## src/compare_mode3_pkg.sv

```systemverilog
package compare_mode3_pkg;

  localparam int unsigned TIMER_WIDTH = 16;
  localparam int unsigned ADDR_WIDTH  = 8;

  // register byte offsets
  localparam logic [7:0] OFFSET_CONTROL = 8'h00;
  localparam logic [7:0] OFFSET_TIMER   = 8'h04;
  localparam logic [7:0] OFFSET_RELOAD  = 8'h08;
  localparam logic [7:0] OFFSET_COMPARE = 8'h0C;
  localparam logic [7:0] OFFSET_STATUS  = 8'h10;

  // control field positions
  localparam int unsigned CTRL_RUN_BIT   = 0;
  localparam int unsigned CTRL_MODE_LSB  = 1;
  localparam int unsigned CTRL_QUIRK_BIT = 3;

  // status field positions
  localparam int unsigned STAT_OUT_BIT      = 0;
  localparam int unsigned STAT_STUCK_BIT    = 1;
  localparam int unsigned STAT_MATCH_BIT    = 2;
  localparam int unsigned STAT_OVERFLOW_BIT = 3;

  localparam logic [1:0] MODE_COMPARE3 = 2'h3;

  // values after reset
  localparam logic [15:0] RESET_TIMER   = 16'h0000;
  localparam logic [15:0] RESET_RELOAD  = 16'h0000;
  localparam logic [15:0] RESET_COMPARE = 16'h0000;
  localparam logic        RESET_RUN     = 1'b0;
  localparam logic [1:0]  RESET_MODE    = 2'h0;
  localparam logic        RESET_QUIRK   = 1'b1;

  typedef struct packed {
    logic       quirk_enable;
    logic [1:0] mode;
    logic       run;
  } control_t;

  typedef struct packed {
    logic match;
    logic overflow;
  } timer_event_t;

  typedef enum logic [1:0] {
    SEQ_IDLE,
    SEQ_RELOAD_SEEN,
    SEQ_ARMED
  } preload_seq_t;

endpackage : compare_mode3_pkg

```

## src/compare_mode3_output_control.sv

```systemverilog
// Contract
// - match sets compare output high in mode 3
// - overflow reloads timer and clears output
// - coinciding overflow and match leave output unchanged
// - reload, timer, control back to back: stuck low
// - timer before reload keeps normal toggling
// - idle slot before control access avoids stuck
// - timer preloaded compare minus one matches next
`timescale 1ns/1ns
module compare_mode3_output_control #(
  parameter int unsigned TIMER_WIDTH = compare_mode3_pkg::TIMER_WIDTH
) (
  input  wire logic        pclk,
  input  wire logic        presetn,
  input  wire logic        psel,
  input  wire logic        penable,
  input  wire logic        pwrite,
  input  wire logic [7:0]  paddr,
  input  wire logic [31:0] pwdata,
  output logic             pready,
  output logic [31:0]      prdata,
  output logic             pslverr,
  output logic             compare_out
);

  compare_mode3_pkg::control_t     control;
  compare_mode3_pkg::timer_event_t events;
  compare_mode3_pkg::preload_seq_t seq;

  logic [TIMER_WIDTH-1:0] timer_reload_value;
  logic [TIMER_WIDTH-1:0] channel_compare_value;
  logic [TIMER_WIDTH-1:0] count;
  logic                   stuck_low;
  logic                   match_flag;
  logic                   overflow_flag;
  logic                   done_last;
  logic                   xfer_back_to_back;
  logic                   timer_load;

  logic                   setup;
  logic                   access;
  logic                   wr;
  logic                   rd;
  logic                   mapped;
  logic                   wr_control;
  logic                   wr_timer;
  logic                   wr_reload;
  logic                   wr_compare;
  logic                   wr_status;
  logic                   touch_control;
  logic                   data_eq_compare;
  logic [31:0]            next_rdata;

  function automatic logic is_mapped(input logic [7:0] addr);
    return addr == compare_mode3_pkg::OFFSET_CONTROL ||
           addr == compare_mode3_pkg::OFFSET_TIMER   ||
           addr == compare_mode3_pkg::OFFSET_RELOAD  ||
           addr == compare_mode3_pkg::OFFSET_COMPARE ||
           addr == compare_mode3_pkg::OFFSET_STATUS;
  endfunction : is_mapped

  function automatic logic [31:0] widen(input logic [TIMER_WIDTH-1:0] value);
    return {{(32-TIMER_WIDTH){1'b0}}, value};
  endfunction : widen

  assign setup  = psel && !penable;
  assign access = psel && penable && pready;
  assign mapped = is_mapped(paddr);
  assign wr     = access && pwrite && !pslverr;
  assign rd     = access && !pwrite && !pslverr;

  assign wr_control    = wr && (paddr == compare_mode3_pkg::OFFSET_CONTROL);
  assign wr_timer      = wr && (paddr == compare_mode3_pkg::OFFSET_TIMER);
  assign wr_reload     = wr && (paddr == compare_mode3_pkg::OFFSET_RELOAD);
  assign wr_compare    = wr && (paddr == compare_mode3_pkg::OFFSET_COMPARE);
  assign wr_status     = wr && (paddr == compare_mode3_pkg::OFFSET_STATUS);
  // a read counts as an access to control as much as a write does
  assign touch_control = (wr || rd) && (paddr == compare_mode3_pkg::OFFSET_CONTROL);

  assign data_eq_compare = (pwdata[TIMER_WIDTH-1:0] == channel_compare_value);
  assign timer_load      = wr_timer;

  compare_timer_core #(
    .WIDTH (TIMER_WIDTH)
  ) u_core (
    .pclk                  (pclk),
    .presetn               (presetn),
    .run                   (control.run),
    .load                  (timer_load),
    .load_value            (pwdata[TIMER_WIDTH-1:0]),
    .reload_value          (timer_reload_value),
    .channel_compare_value (channel_compare_value),
    .count                 (count),
    .events                (events)
  );

  // no wait state: pready rises in the first access cycle
  always_ff @(posedge pclk or negedge presetn)
  begin
    if (!presetn)
      pready <= 1'b0;
    else
      pready <= setup;
  end

  always_ff @(posedge pclk or negedge presetn)
  begin
    if (!presetn)
      pslverr <= 1'b0;
    else
      pslverr <= setup && !is_mapped(paddr);
  end

  always_comb
  begin
    next_rdata = 32'h0000_0000;
    unique case (paddr)
      compare_mode3_pkg::OFFSET_CONTROL:
      begin
        next_rdata[compare_mode3_pkg::CTRL_RUN_BIT]   = control.run;
        next_rdata[compare_mode3_pkg::CTRL_MODE_LSB +: 2] = control.mode;
        next_rdata[compare_mode3_pkg::CTRL_QUIRK_BIT] = control.quirk_enable;
      end
      compare_mode3_pkg::OFFSET_TIMER:   next_rdata = widen(count);
      compare_mode3_pkg::OFFSET_RELOAD:  next_rdata = widen(timer_reload_value);
      compare_mode3_pkg::OFFSET_COMPARE: next_rdata = widen(channel_compare_value);
      compare_mode3_pkg::OFFSET_STATUS:
      begin
        next_rdata[compare_mode3_pkg::STAT_OUT_BIT]      = compare_out;
        next_rdata[compare_mode3_pkg::STAT_STUCK_BIT]    = stuck_low;
        next_rdata[compare_mode3_pkg::STAT_MATCH_BIT]    = match_flag;
        next_rdata[compare_mode3_pkg::STAT_OVERFLOW_BIT] = overflow_flag;
      end
      default:                           next_rdata = 32'h0000_0000;
    endcase
  end

  // read data latched in setup, stable through the access phase
  always_ff @(posedge pclk or negedge presetn)
  begin
    if (!presetn)
      prdata <= 32'h0000_0000;
    else if (setup && !pwrite && mapped)
      prdata <= next_rdata;
    else if (setup)
      prdata <= 32'h0000_0000;
  end

  always_ff @(posedge pclk or negedge presetn)
  begin
    if (!presetn)
    begin
      control.run          <= compare_mode3_pkg::RESET_RUN;
      control.mode         <= compare_mode3_pkg::RESET_MODE;
      control.quirk_enable <= compare_mode3_pkg::RESET_QUIRK;
    end
    else if (wr_control)
    begin
      control.run          <= pwdata[compare_mode3_pkg::CTRL_RUN_BIT];
      control.mode         <= pwdata[compare_mode3_pkg::CTRL_MODE_LSB +: 2];
      control.quirk_enable <= pwdata[compare_mode3_pkg::CTRL_QUIRK_BIT];
    end
  end

  always_ff @(posedge pclk or negedge presetn)
  begin
    if (!presetn)
      timer_reload_value <= compare_mode3_pkg::RESET_RELOAD;
    else if (wr_reload)
      timer_reload_value <= pwdata[TIMER_WIDTH-1:0];
  end

  always_ff @(posedge pclk or negedge presetn)
  begin
    if (!presetn)
      channel_compare_value <= compare_mode3_pkg::RESET_COMPARE;
    else if (wr_compare)
      channel_compare_value <= pwdata[TIMER_WIDTH-1:0];
  end

  // back to back: setup directly follows the previous completing edge
  always_ff @(posedge pclk or negedge presetn)
  begin
    if (!presetn)
      done_last <= 1'b0;
    else
      done_last <= access;
  end

  always_ff @(posedge pclk or negedge presetn)
  begin
    if (!presetn)
      xfer_back_to_back <= 1'b0;
    else if (setup)
      xfer_back_to_back <= done_last;
  end

  // tracks reload write then timer write, both equal to compare, with no
  // idle cycle between transfers; any other access or a gap disarms it
  always_ff @(posedge pclk or negedge presetn)
  begin
    if (!presetn)
      seq <= compare_mode3_pkg::SEQ_IDLE;
    else if (!psel && !done_last)
      seq <= compare_mode3_pkg::SEQ_IDLE;
    else if (access)
    begin
      unique case (seq)
        compare_mode3_pkg::SEQ_IDLE:
          seq <= (wr_reload && data_eq_compare) ? compare_mode3_pkg::SEQ_RELOAD_SEEN
                                                : compare_mode3_pkg::SEQ_IDLE;
        compare_mode3_pkg::SEQ_RELOAD_SEEN:
          // timer written first never arms, order matters
          seq <= (wr_timer && data_eq_compare && xfer_back_to_back)
                 ? compare_mode3_pkg::SEQ_ARMED
                 : ((wr_reload && data_eq_compare) ? compare_mode3_pkg::SEQ_RELOAD_SEEN
                                                   : compare_mode3_pkg::SEQ_IDLE);
        compare_mode3_pkg::SEQ_ARMED:
          seq <= (wr_reload && data_eq_compare) ? compare_mode3_pkg::SEQ_RELOAD_SEEN
                                                : compare_mode3_pkg::SEQ_IDLE;
      endcase
    end
  end

  // faithful to the flawed silicon while quirk_enable is set; clearing
  // that bit gives the corrected behaviour at the cost of compatibility
  always_ff @(posedge pclk or negedge presetn)
  begin
    if (!presetn)
      stuck_low <= 1'b0;
    else if (touch_control && xfer_back_to_back && control.quirk_enable &&
             seq == compare_mode3_pkg::SEQ_ARMED)
      stuck_low <= 1'b1;
    else if (wr_timer || wr_reload ||
             (wr_status && pwdata[compare_mode3_pkg::STAT_STUCK_BIT]) ||
             (wr_control && !pwdata[compare_mode3_pkg::CTRL_QUIRK_BIT]))
      stuck_low <= 1'b0;
  end

  always_ff @(posedge pclk or negedge presetn)
  begin
    if (!presetn)
      compare_out <= 1'b0;
    else if (stuck_low || control.mode != compare_mode3_pkg::MODE_COMPARE3)
      compare_out <= 1'b0;
    else if (events.match && events.overflow)
      compare_out <= compare_out;
    else if (events.overflow)
      compare_out <= 1'b0;
    else if (events.match)
      compare_out <= 1'b1;
  end

  // sticky flags, write one to clear; a new event wins over the clear
  always_ff @(posedge pclk or negedge presetn)
  begin
    if (!presetn)
      match_flag <= 1'b0;
    else if (events.match)
      match_flag <= 1'b1;
    else if (wr_status && pwdata[compare_mode3_pkg::STAT_MATCH_BIT])
      match_flag <= 1'b0;
  end

  always_ff @(posedge pclk or negedge presetn)
  begin
    if (!presetn)
      overflow_flag <= 1'b0;
    else if (events.overflow)
      overflow_flag <= 1'b1;
    else if (wr_status && pwdata[compare_mode3_pkg::STAT_OVERFLOW_BIT])
      overflow_flag <= 1'b0;
  end

endmodule : compare_mode3_output_control

```

## src/compare_timer_core.sv

```systemverilog
`timescale 1ns/1ns
module compare_timer_core #(
  parameter int unsigned WIDTH = 16
) (
  input  wire logic                           pclk,
  input  wire logic                           presetn,
  input  wire logic                           run,
  input  wire logic                           load,
  input  wire logic [WIDTH-1:0]               load_value,
  input  wire logic [WIDTH-1:0]               reload_value,
  input  wire logic [WIDTH-1:0]               channel_compare_value,
  output logic [WIDTH-1:0]                    count,
  output compare_mode3_pkg::timer_event_t     events
);

  logic [WIDTH-1:0] next_count;
  logic             wrap;

  assign wrap = (count == {WIDTH{1'b1}});

  always_comb
  begin
    if (wrap)
      next_count = reload_value;
    else
      next_count = count + {{(WIDTH-1){1'b0}}, 1'b1};
  end

  // a software load wins over counting in the same cycle
  always_ff @(posedge pclk or negedge presetn)
  begin
    if (!presetn)
      count <= compare_mode3_pkg::RESET_TIMER;
    else if (load)
      count <= load_value;
    else if (run)
      count <= next_count;
  end

  // match judged on the value the step lands on, so a reload equal to
  // compare gives match and overflow in one event
  always_ff @(posedge pclk or negedge presetn)
  begin
    if (!presetn)
      events <= '0;
    else
    begin
      events.overflow <= run && !load && wrap;
      events.match    <= run && !load && (next_count == channel_compare_value);
    end
  end

endmodule : compare_timer_core

```

## config.mk

```make
export PLATFORM = sky130hd
export DESIGN_NAME = compare_mode3_output_control
export DESIGN_NICKNAME = d
export VERILOG_FILES = /design/src/compare_mode3_pkg.sv /design/src/compare_mode3_output_control.sv /design/src/compare_timer_core.sv
export SDC_FILE = /design/constraint.sdc
export NUM_CORES = 1
export LEC_CHECK = 0
export BUFFER_PORTS_ARGS = -buffer_cell sky130_fd_sc_hd__buf_2
export CORE_MARGIN = 2
export CORE_UTILIZATION = 31
export DETAILED_ROUTE_END_ITERATION = 12
export PLACE_DENSITY_LB_ADDON = 0.08
export SLEW_MARGIN = 20
export SYNTH_ARGS = -nofsm -noshare
export SYNTH_HDL_FRONTEND = slang
export SYNTH_SLANG_ARGS = --single-unit
```

## constraint.sdc

```tcl
create_clock -name pclk -period 3.4 [get_ports pclk]
set_clock_uncertainty 0.05 [all_clocks]
set_input_delay 1.02 -clock pclk [delete_from_list [all_inputs] [get_ports pclk]]
set_output_delay 1.02 -clock pclk [all_outputs]
set_load 0.005 [all_outputs]
```

==> impl_results.md <==
* Post_cts resized at 0
* Dominant cell type by area after synthesis: dfrtp_1
* First-iteration detailed-routing DRC count at 232
* Seq cells post-synth at 80
* DR vias/cell at 5.09
* Final hold vios at 0
* Largest net degree at the start of global routing at 81
* Net Sw Frac at 30.7%
* Die area at 16,300 µm²
* Max Freq at 333 MHz
* Slew of the pin with the lowest slew margin at between 600 and 700 ps
* Status: complete, no violations
* Critical path cell sequence: ha_1 > nand4_4 > nor4_4 > buf_4 > mux2i_1 > nand2_1 > o21ai_0 > or4_1 > nor4_2
* Hold path start: u_core.events[0]
* CTS root buffer: clkbuf_16
* # hold bufs at CTS at 0
* Period utilization at 88.3%
* Detailed placer's ending HPWL at 9910 µm
* Antenna violations before repair at 0
* Drt drc at 0
* Number of max-cap violations at 0
* Clock share of power at around two fifths
* RSZ-0062 raised after global routing: false
* Area of the core at 15,100 µm²
* Top cell type's share of synthesized area at 41.6%
* Design Area, Final at 5550 µm²
* Rows at 45
* Final Max Slew Viols at 0
* Via count at 3,901
* P_sw at 903 µW
* IO Port Bufs at 47
* Slowest cell on crit path: nor4_4
* H-tree depth at 3
* Hold Path Sink: overflow_flag
* Worst r2r src: u_core.count[1]
* Int Pwr at approximately 2000 µW
* Post-route setup TNS at 0 ps
* GRT overflow at 0
* EDFF count, synth at 0
* Hold Crit Depth at 2
* CTS Buf Count at 9
* Synth Area per Inst at 9.02 µm²
* Seq pwr share at 40.3%
* Fin crit period at 3000 ps
* Tot GR Track Use at between 15 and 20%
* Final wirelength at 14,100 µm
* Area grow syn2layout at 16.7%
* Primary FF master, synth: dfrtp_1
* Synth unique cells at 58
* Syn Inst Count at 527
* Clock buffer depth at 2
* CP required at 3600 ps
* Post-route setup slack at 397 ps
* CTS clk-pin slew, worst paths at 60 ps
* Placer Congestion at 0.835
* Share of synthesized registers carrying an async set or reset at 100%
* CP Capture Type: register
* PwrDens at 530 nW/µm²
* Warnings from Yosys at 0
* CP Class: register to register
* CP peak stage delay at 570 ps
* Combinational share of power at just under 20%
* Reg-to-reg slack, setup at 400 ps
* CTS tree: built
* Wirelength per Cell at 18.4 µm
* Final nets at between 600 and 700
* Ant. Diodes at 0
* Synth Cell Area at 4750 µm²
* Critical Path Source Type: register
* Detailed Routing Iterations Pass 1 at 4
* Initial Util at between 30% and 40%
* First-pass GRT wire length at about 22,000 µm
* Layout cell share with drive strength beyond 1 at 21.6%
* Setup Viol. Count Final at 0
* Crit path DAT at 3210 ps
* Reg2reg path depth at 9
* Setup bufs post-CTS at 0
* Setup WS pre-CTS at roughly 180 ps
* CTS Sinks at 80
* Die Wd at 128 µm
* Crit Path Max Fanout at 9
* Slew margin rel. at 53.5%
* Pleak at around 0.0026 µW
* Leading post-synthesis cells by cell area: dfrtp_1 42%, nand2_1 8.1%, mux2_2 7.3%
* Worst VDD drop at 232 µV
* Worst Hold Class: register to register
* Skew-Pair Late Insertion Delay at 350 ps
* Seq/Total Area, Yosys at 42.1%
* Vias in the first global route at slightly below 4k
* RR Endpoint: u_core.events[1]
* Die H at 128 µm
* IO Pins at 80
* Final ANT Viol Nets at 0
* Placed cell area at 5190 µm²
==> cells in the mapped netlist, drive strengths merged, types with 8 or more instances <==
master / number
clkbuf: 20
xor2: 24
o21ai: 48
dfrtp: 79
nand3: 21
mux2: 31
xnor2: 16
mux2i: 8
nand2: 104
a21oi: 12
buf: 26
nand4: 8
nor4: 11
a22oi: 16
inv: 12
nor3: 11
nor2: 20
==> through the flow <==
step,cells,power (µW),utilization (%),hold WS (ps)
CTS,766,2970,36.8,406
floorplan,542,1610,-,368
detailed placement,750,1780,34.4,391
global route,766,3090,36.8,428
global placement,750,1780,34.4,381
finish,766,2940,36.8,400
==> flip-flops by register name, indices dropped and copies added (netlist names), 2 cells and up <==
register / flops
u_core.count: 16
channel_compare_value: 16
control: 4
u_core.events: 2
seq: 2
timer_reload_value: 16
prdata: 16
==> per-layer routing <==
layer	global-route usage, %	share of wire [%]	vias to the layer above
li1	-	-	1907
met1	26.4	49	1881
met2	27.8	45	101
met3	2.80	5.1	12
met4	6.27	1.4	0
met5	0	0	-
==> logic make-up after synthesis <==
kind of cell	Yosys count	synth area share, %
adder cells (fa/ha/maj)	2	0.474
multiplexers	40	9.50
other	1	0.0789
XOR/XNOR	40	7.37
AND/OR/NAND/NOR	200	20.6
buffers and inverters	59	6.26
flip-flops	80	42.1
AO/OA/AOI/OAI	105	13.6
==> placed cells by master (no fill, tap or decap), drive strengths merged, types with 12 or more instances in the layout <==
cell type	n
a21oi	12
a22oi	16
buf	66
clkbuf	12
conb	16
dfrtp	79
inv	13
mux2	31
nand2	104
nand3	21
nor2	20
o21ai	48
xnor2	16
xor2	24
==> power by group through the flow <==
stage	clock network, µW	registers, µW	logic, µW
after floorplan	0	1100	510
after global placement	0	1200	580
after detailed placement	0	1200	584
after CTS	1200	1180	587
after global routing	1240	1210	649
final	1170	1190	581
==> area by class of cell <==
class | count | area (µm²)
fill | 1555 | 9540
multi-input combinational | 403 | 2510
sequential | 80 | 2000
timing repair buffer | 66 | 393
clock buffer | 12 | 256
tap | 188 | 235
clock inverter | 4 | 98.8
inverter | 13 | 48.8
==> worst max-delay path, delay by kind of cell (launching register included) <==
kind                       cells  cell delay [ps]
muxes                          1              110
DFF                            1              430
adders and majority gates      1              360
AOI/OAI and AO/OA              1              120
buffers and inverters          1              300
and+or+nand+nor                5             1540
==> worst max-delay path by stage <==
| stage | end | slack (ps) | cells past startpoint | start |
|---|---|---|---|---|
| 2_1_floorplan | channel_compare_value[0] | 430 | 7 | paddr[1] |
| 3_3_place_gp | u_core.events[1] | 190 | 8 | psel |
| 3_5_place_dp | u_core.events[1] | 180 | 8 | psel |
| 4_1_cts | u_core.events[1] | 340 | 9 | u_core.count[1] |
| 5_1_grt | u_core.events[1] | 230 | 9 | u_core.count[1] |
| 6_report | u_core.events[1] | 400 | 9 | u_core.count[1] |
Note: power is estimated with default switching activity, not from simulation.
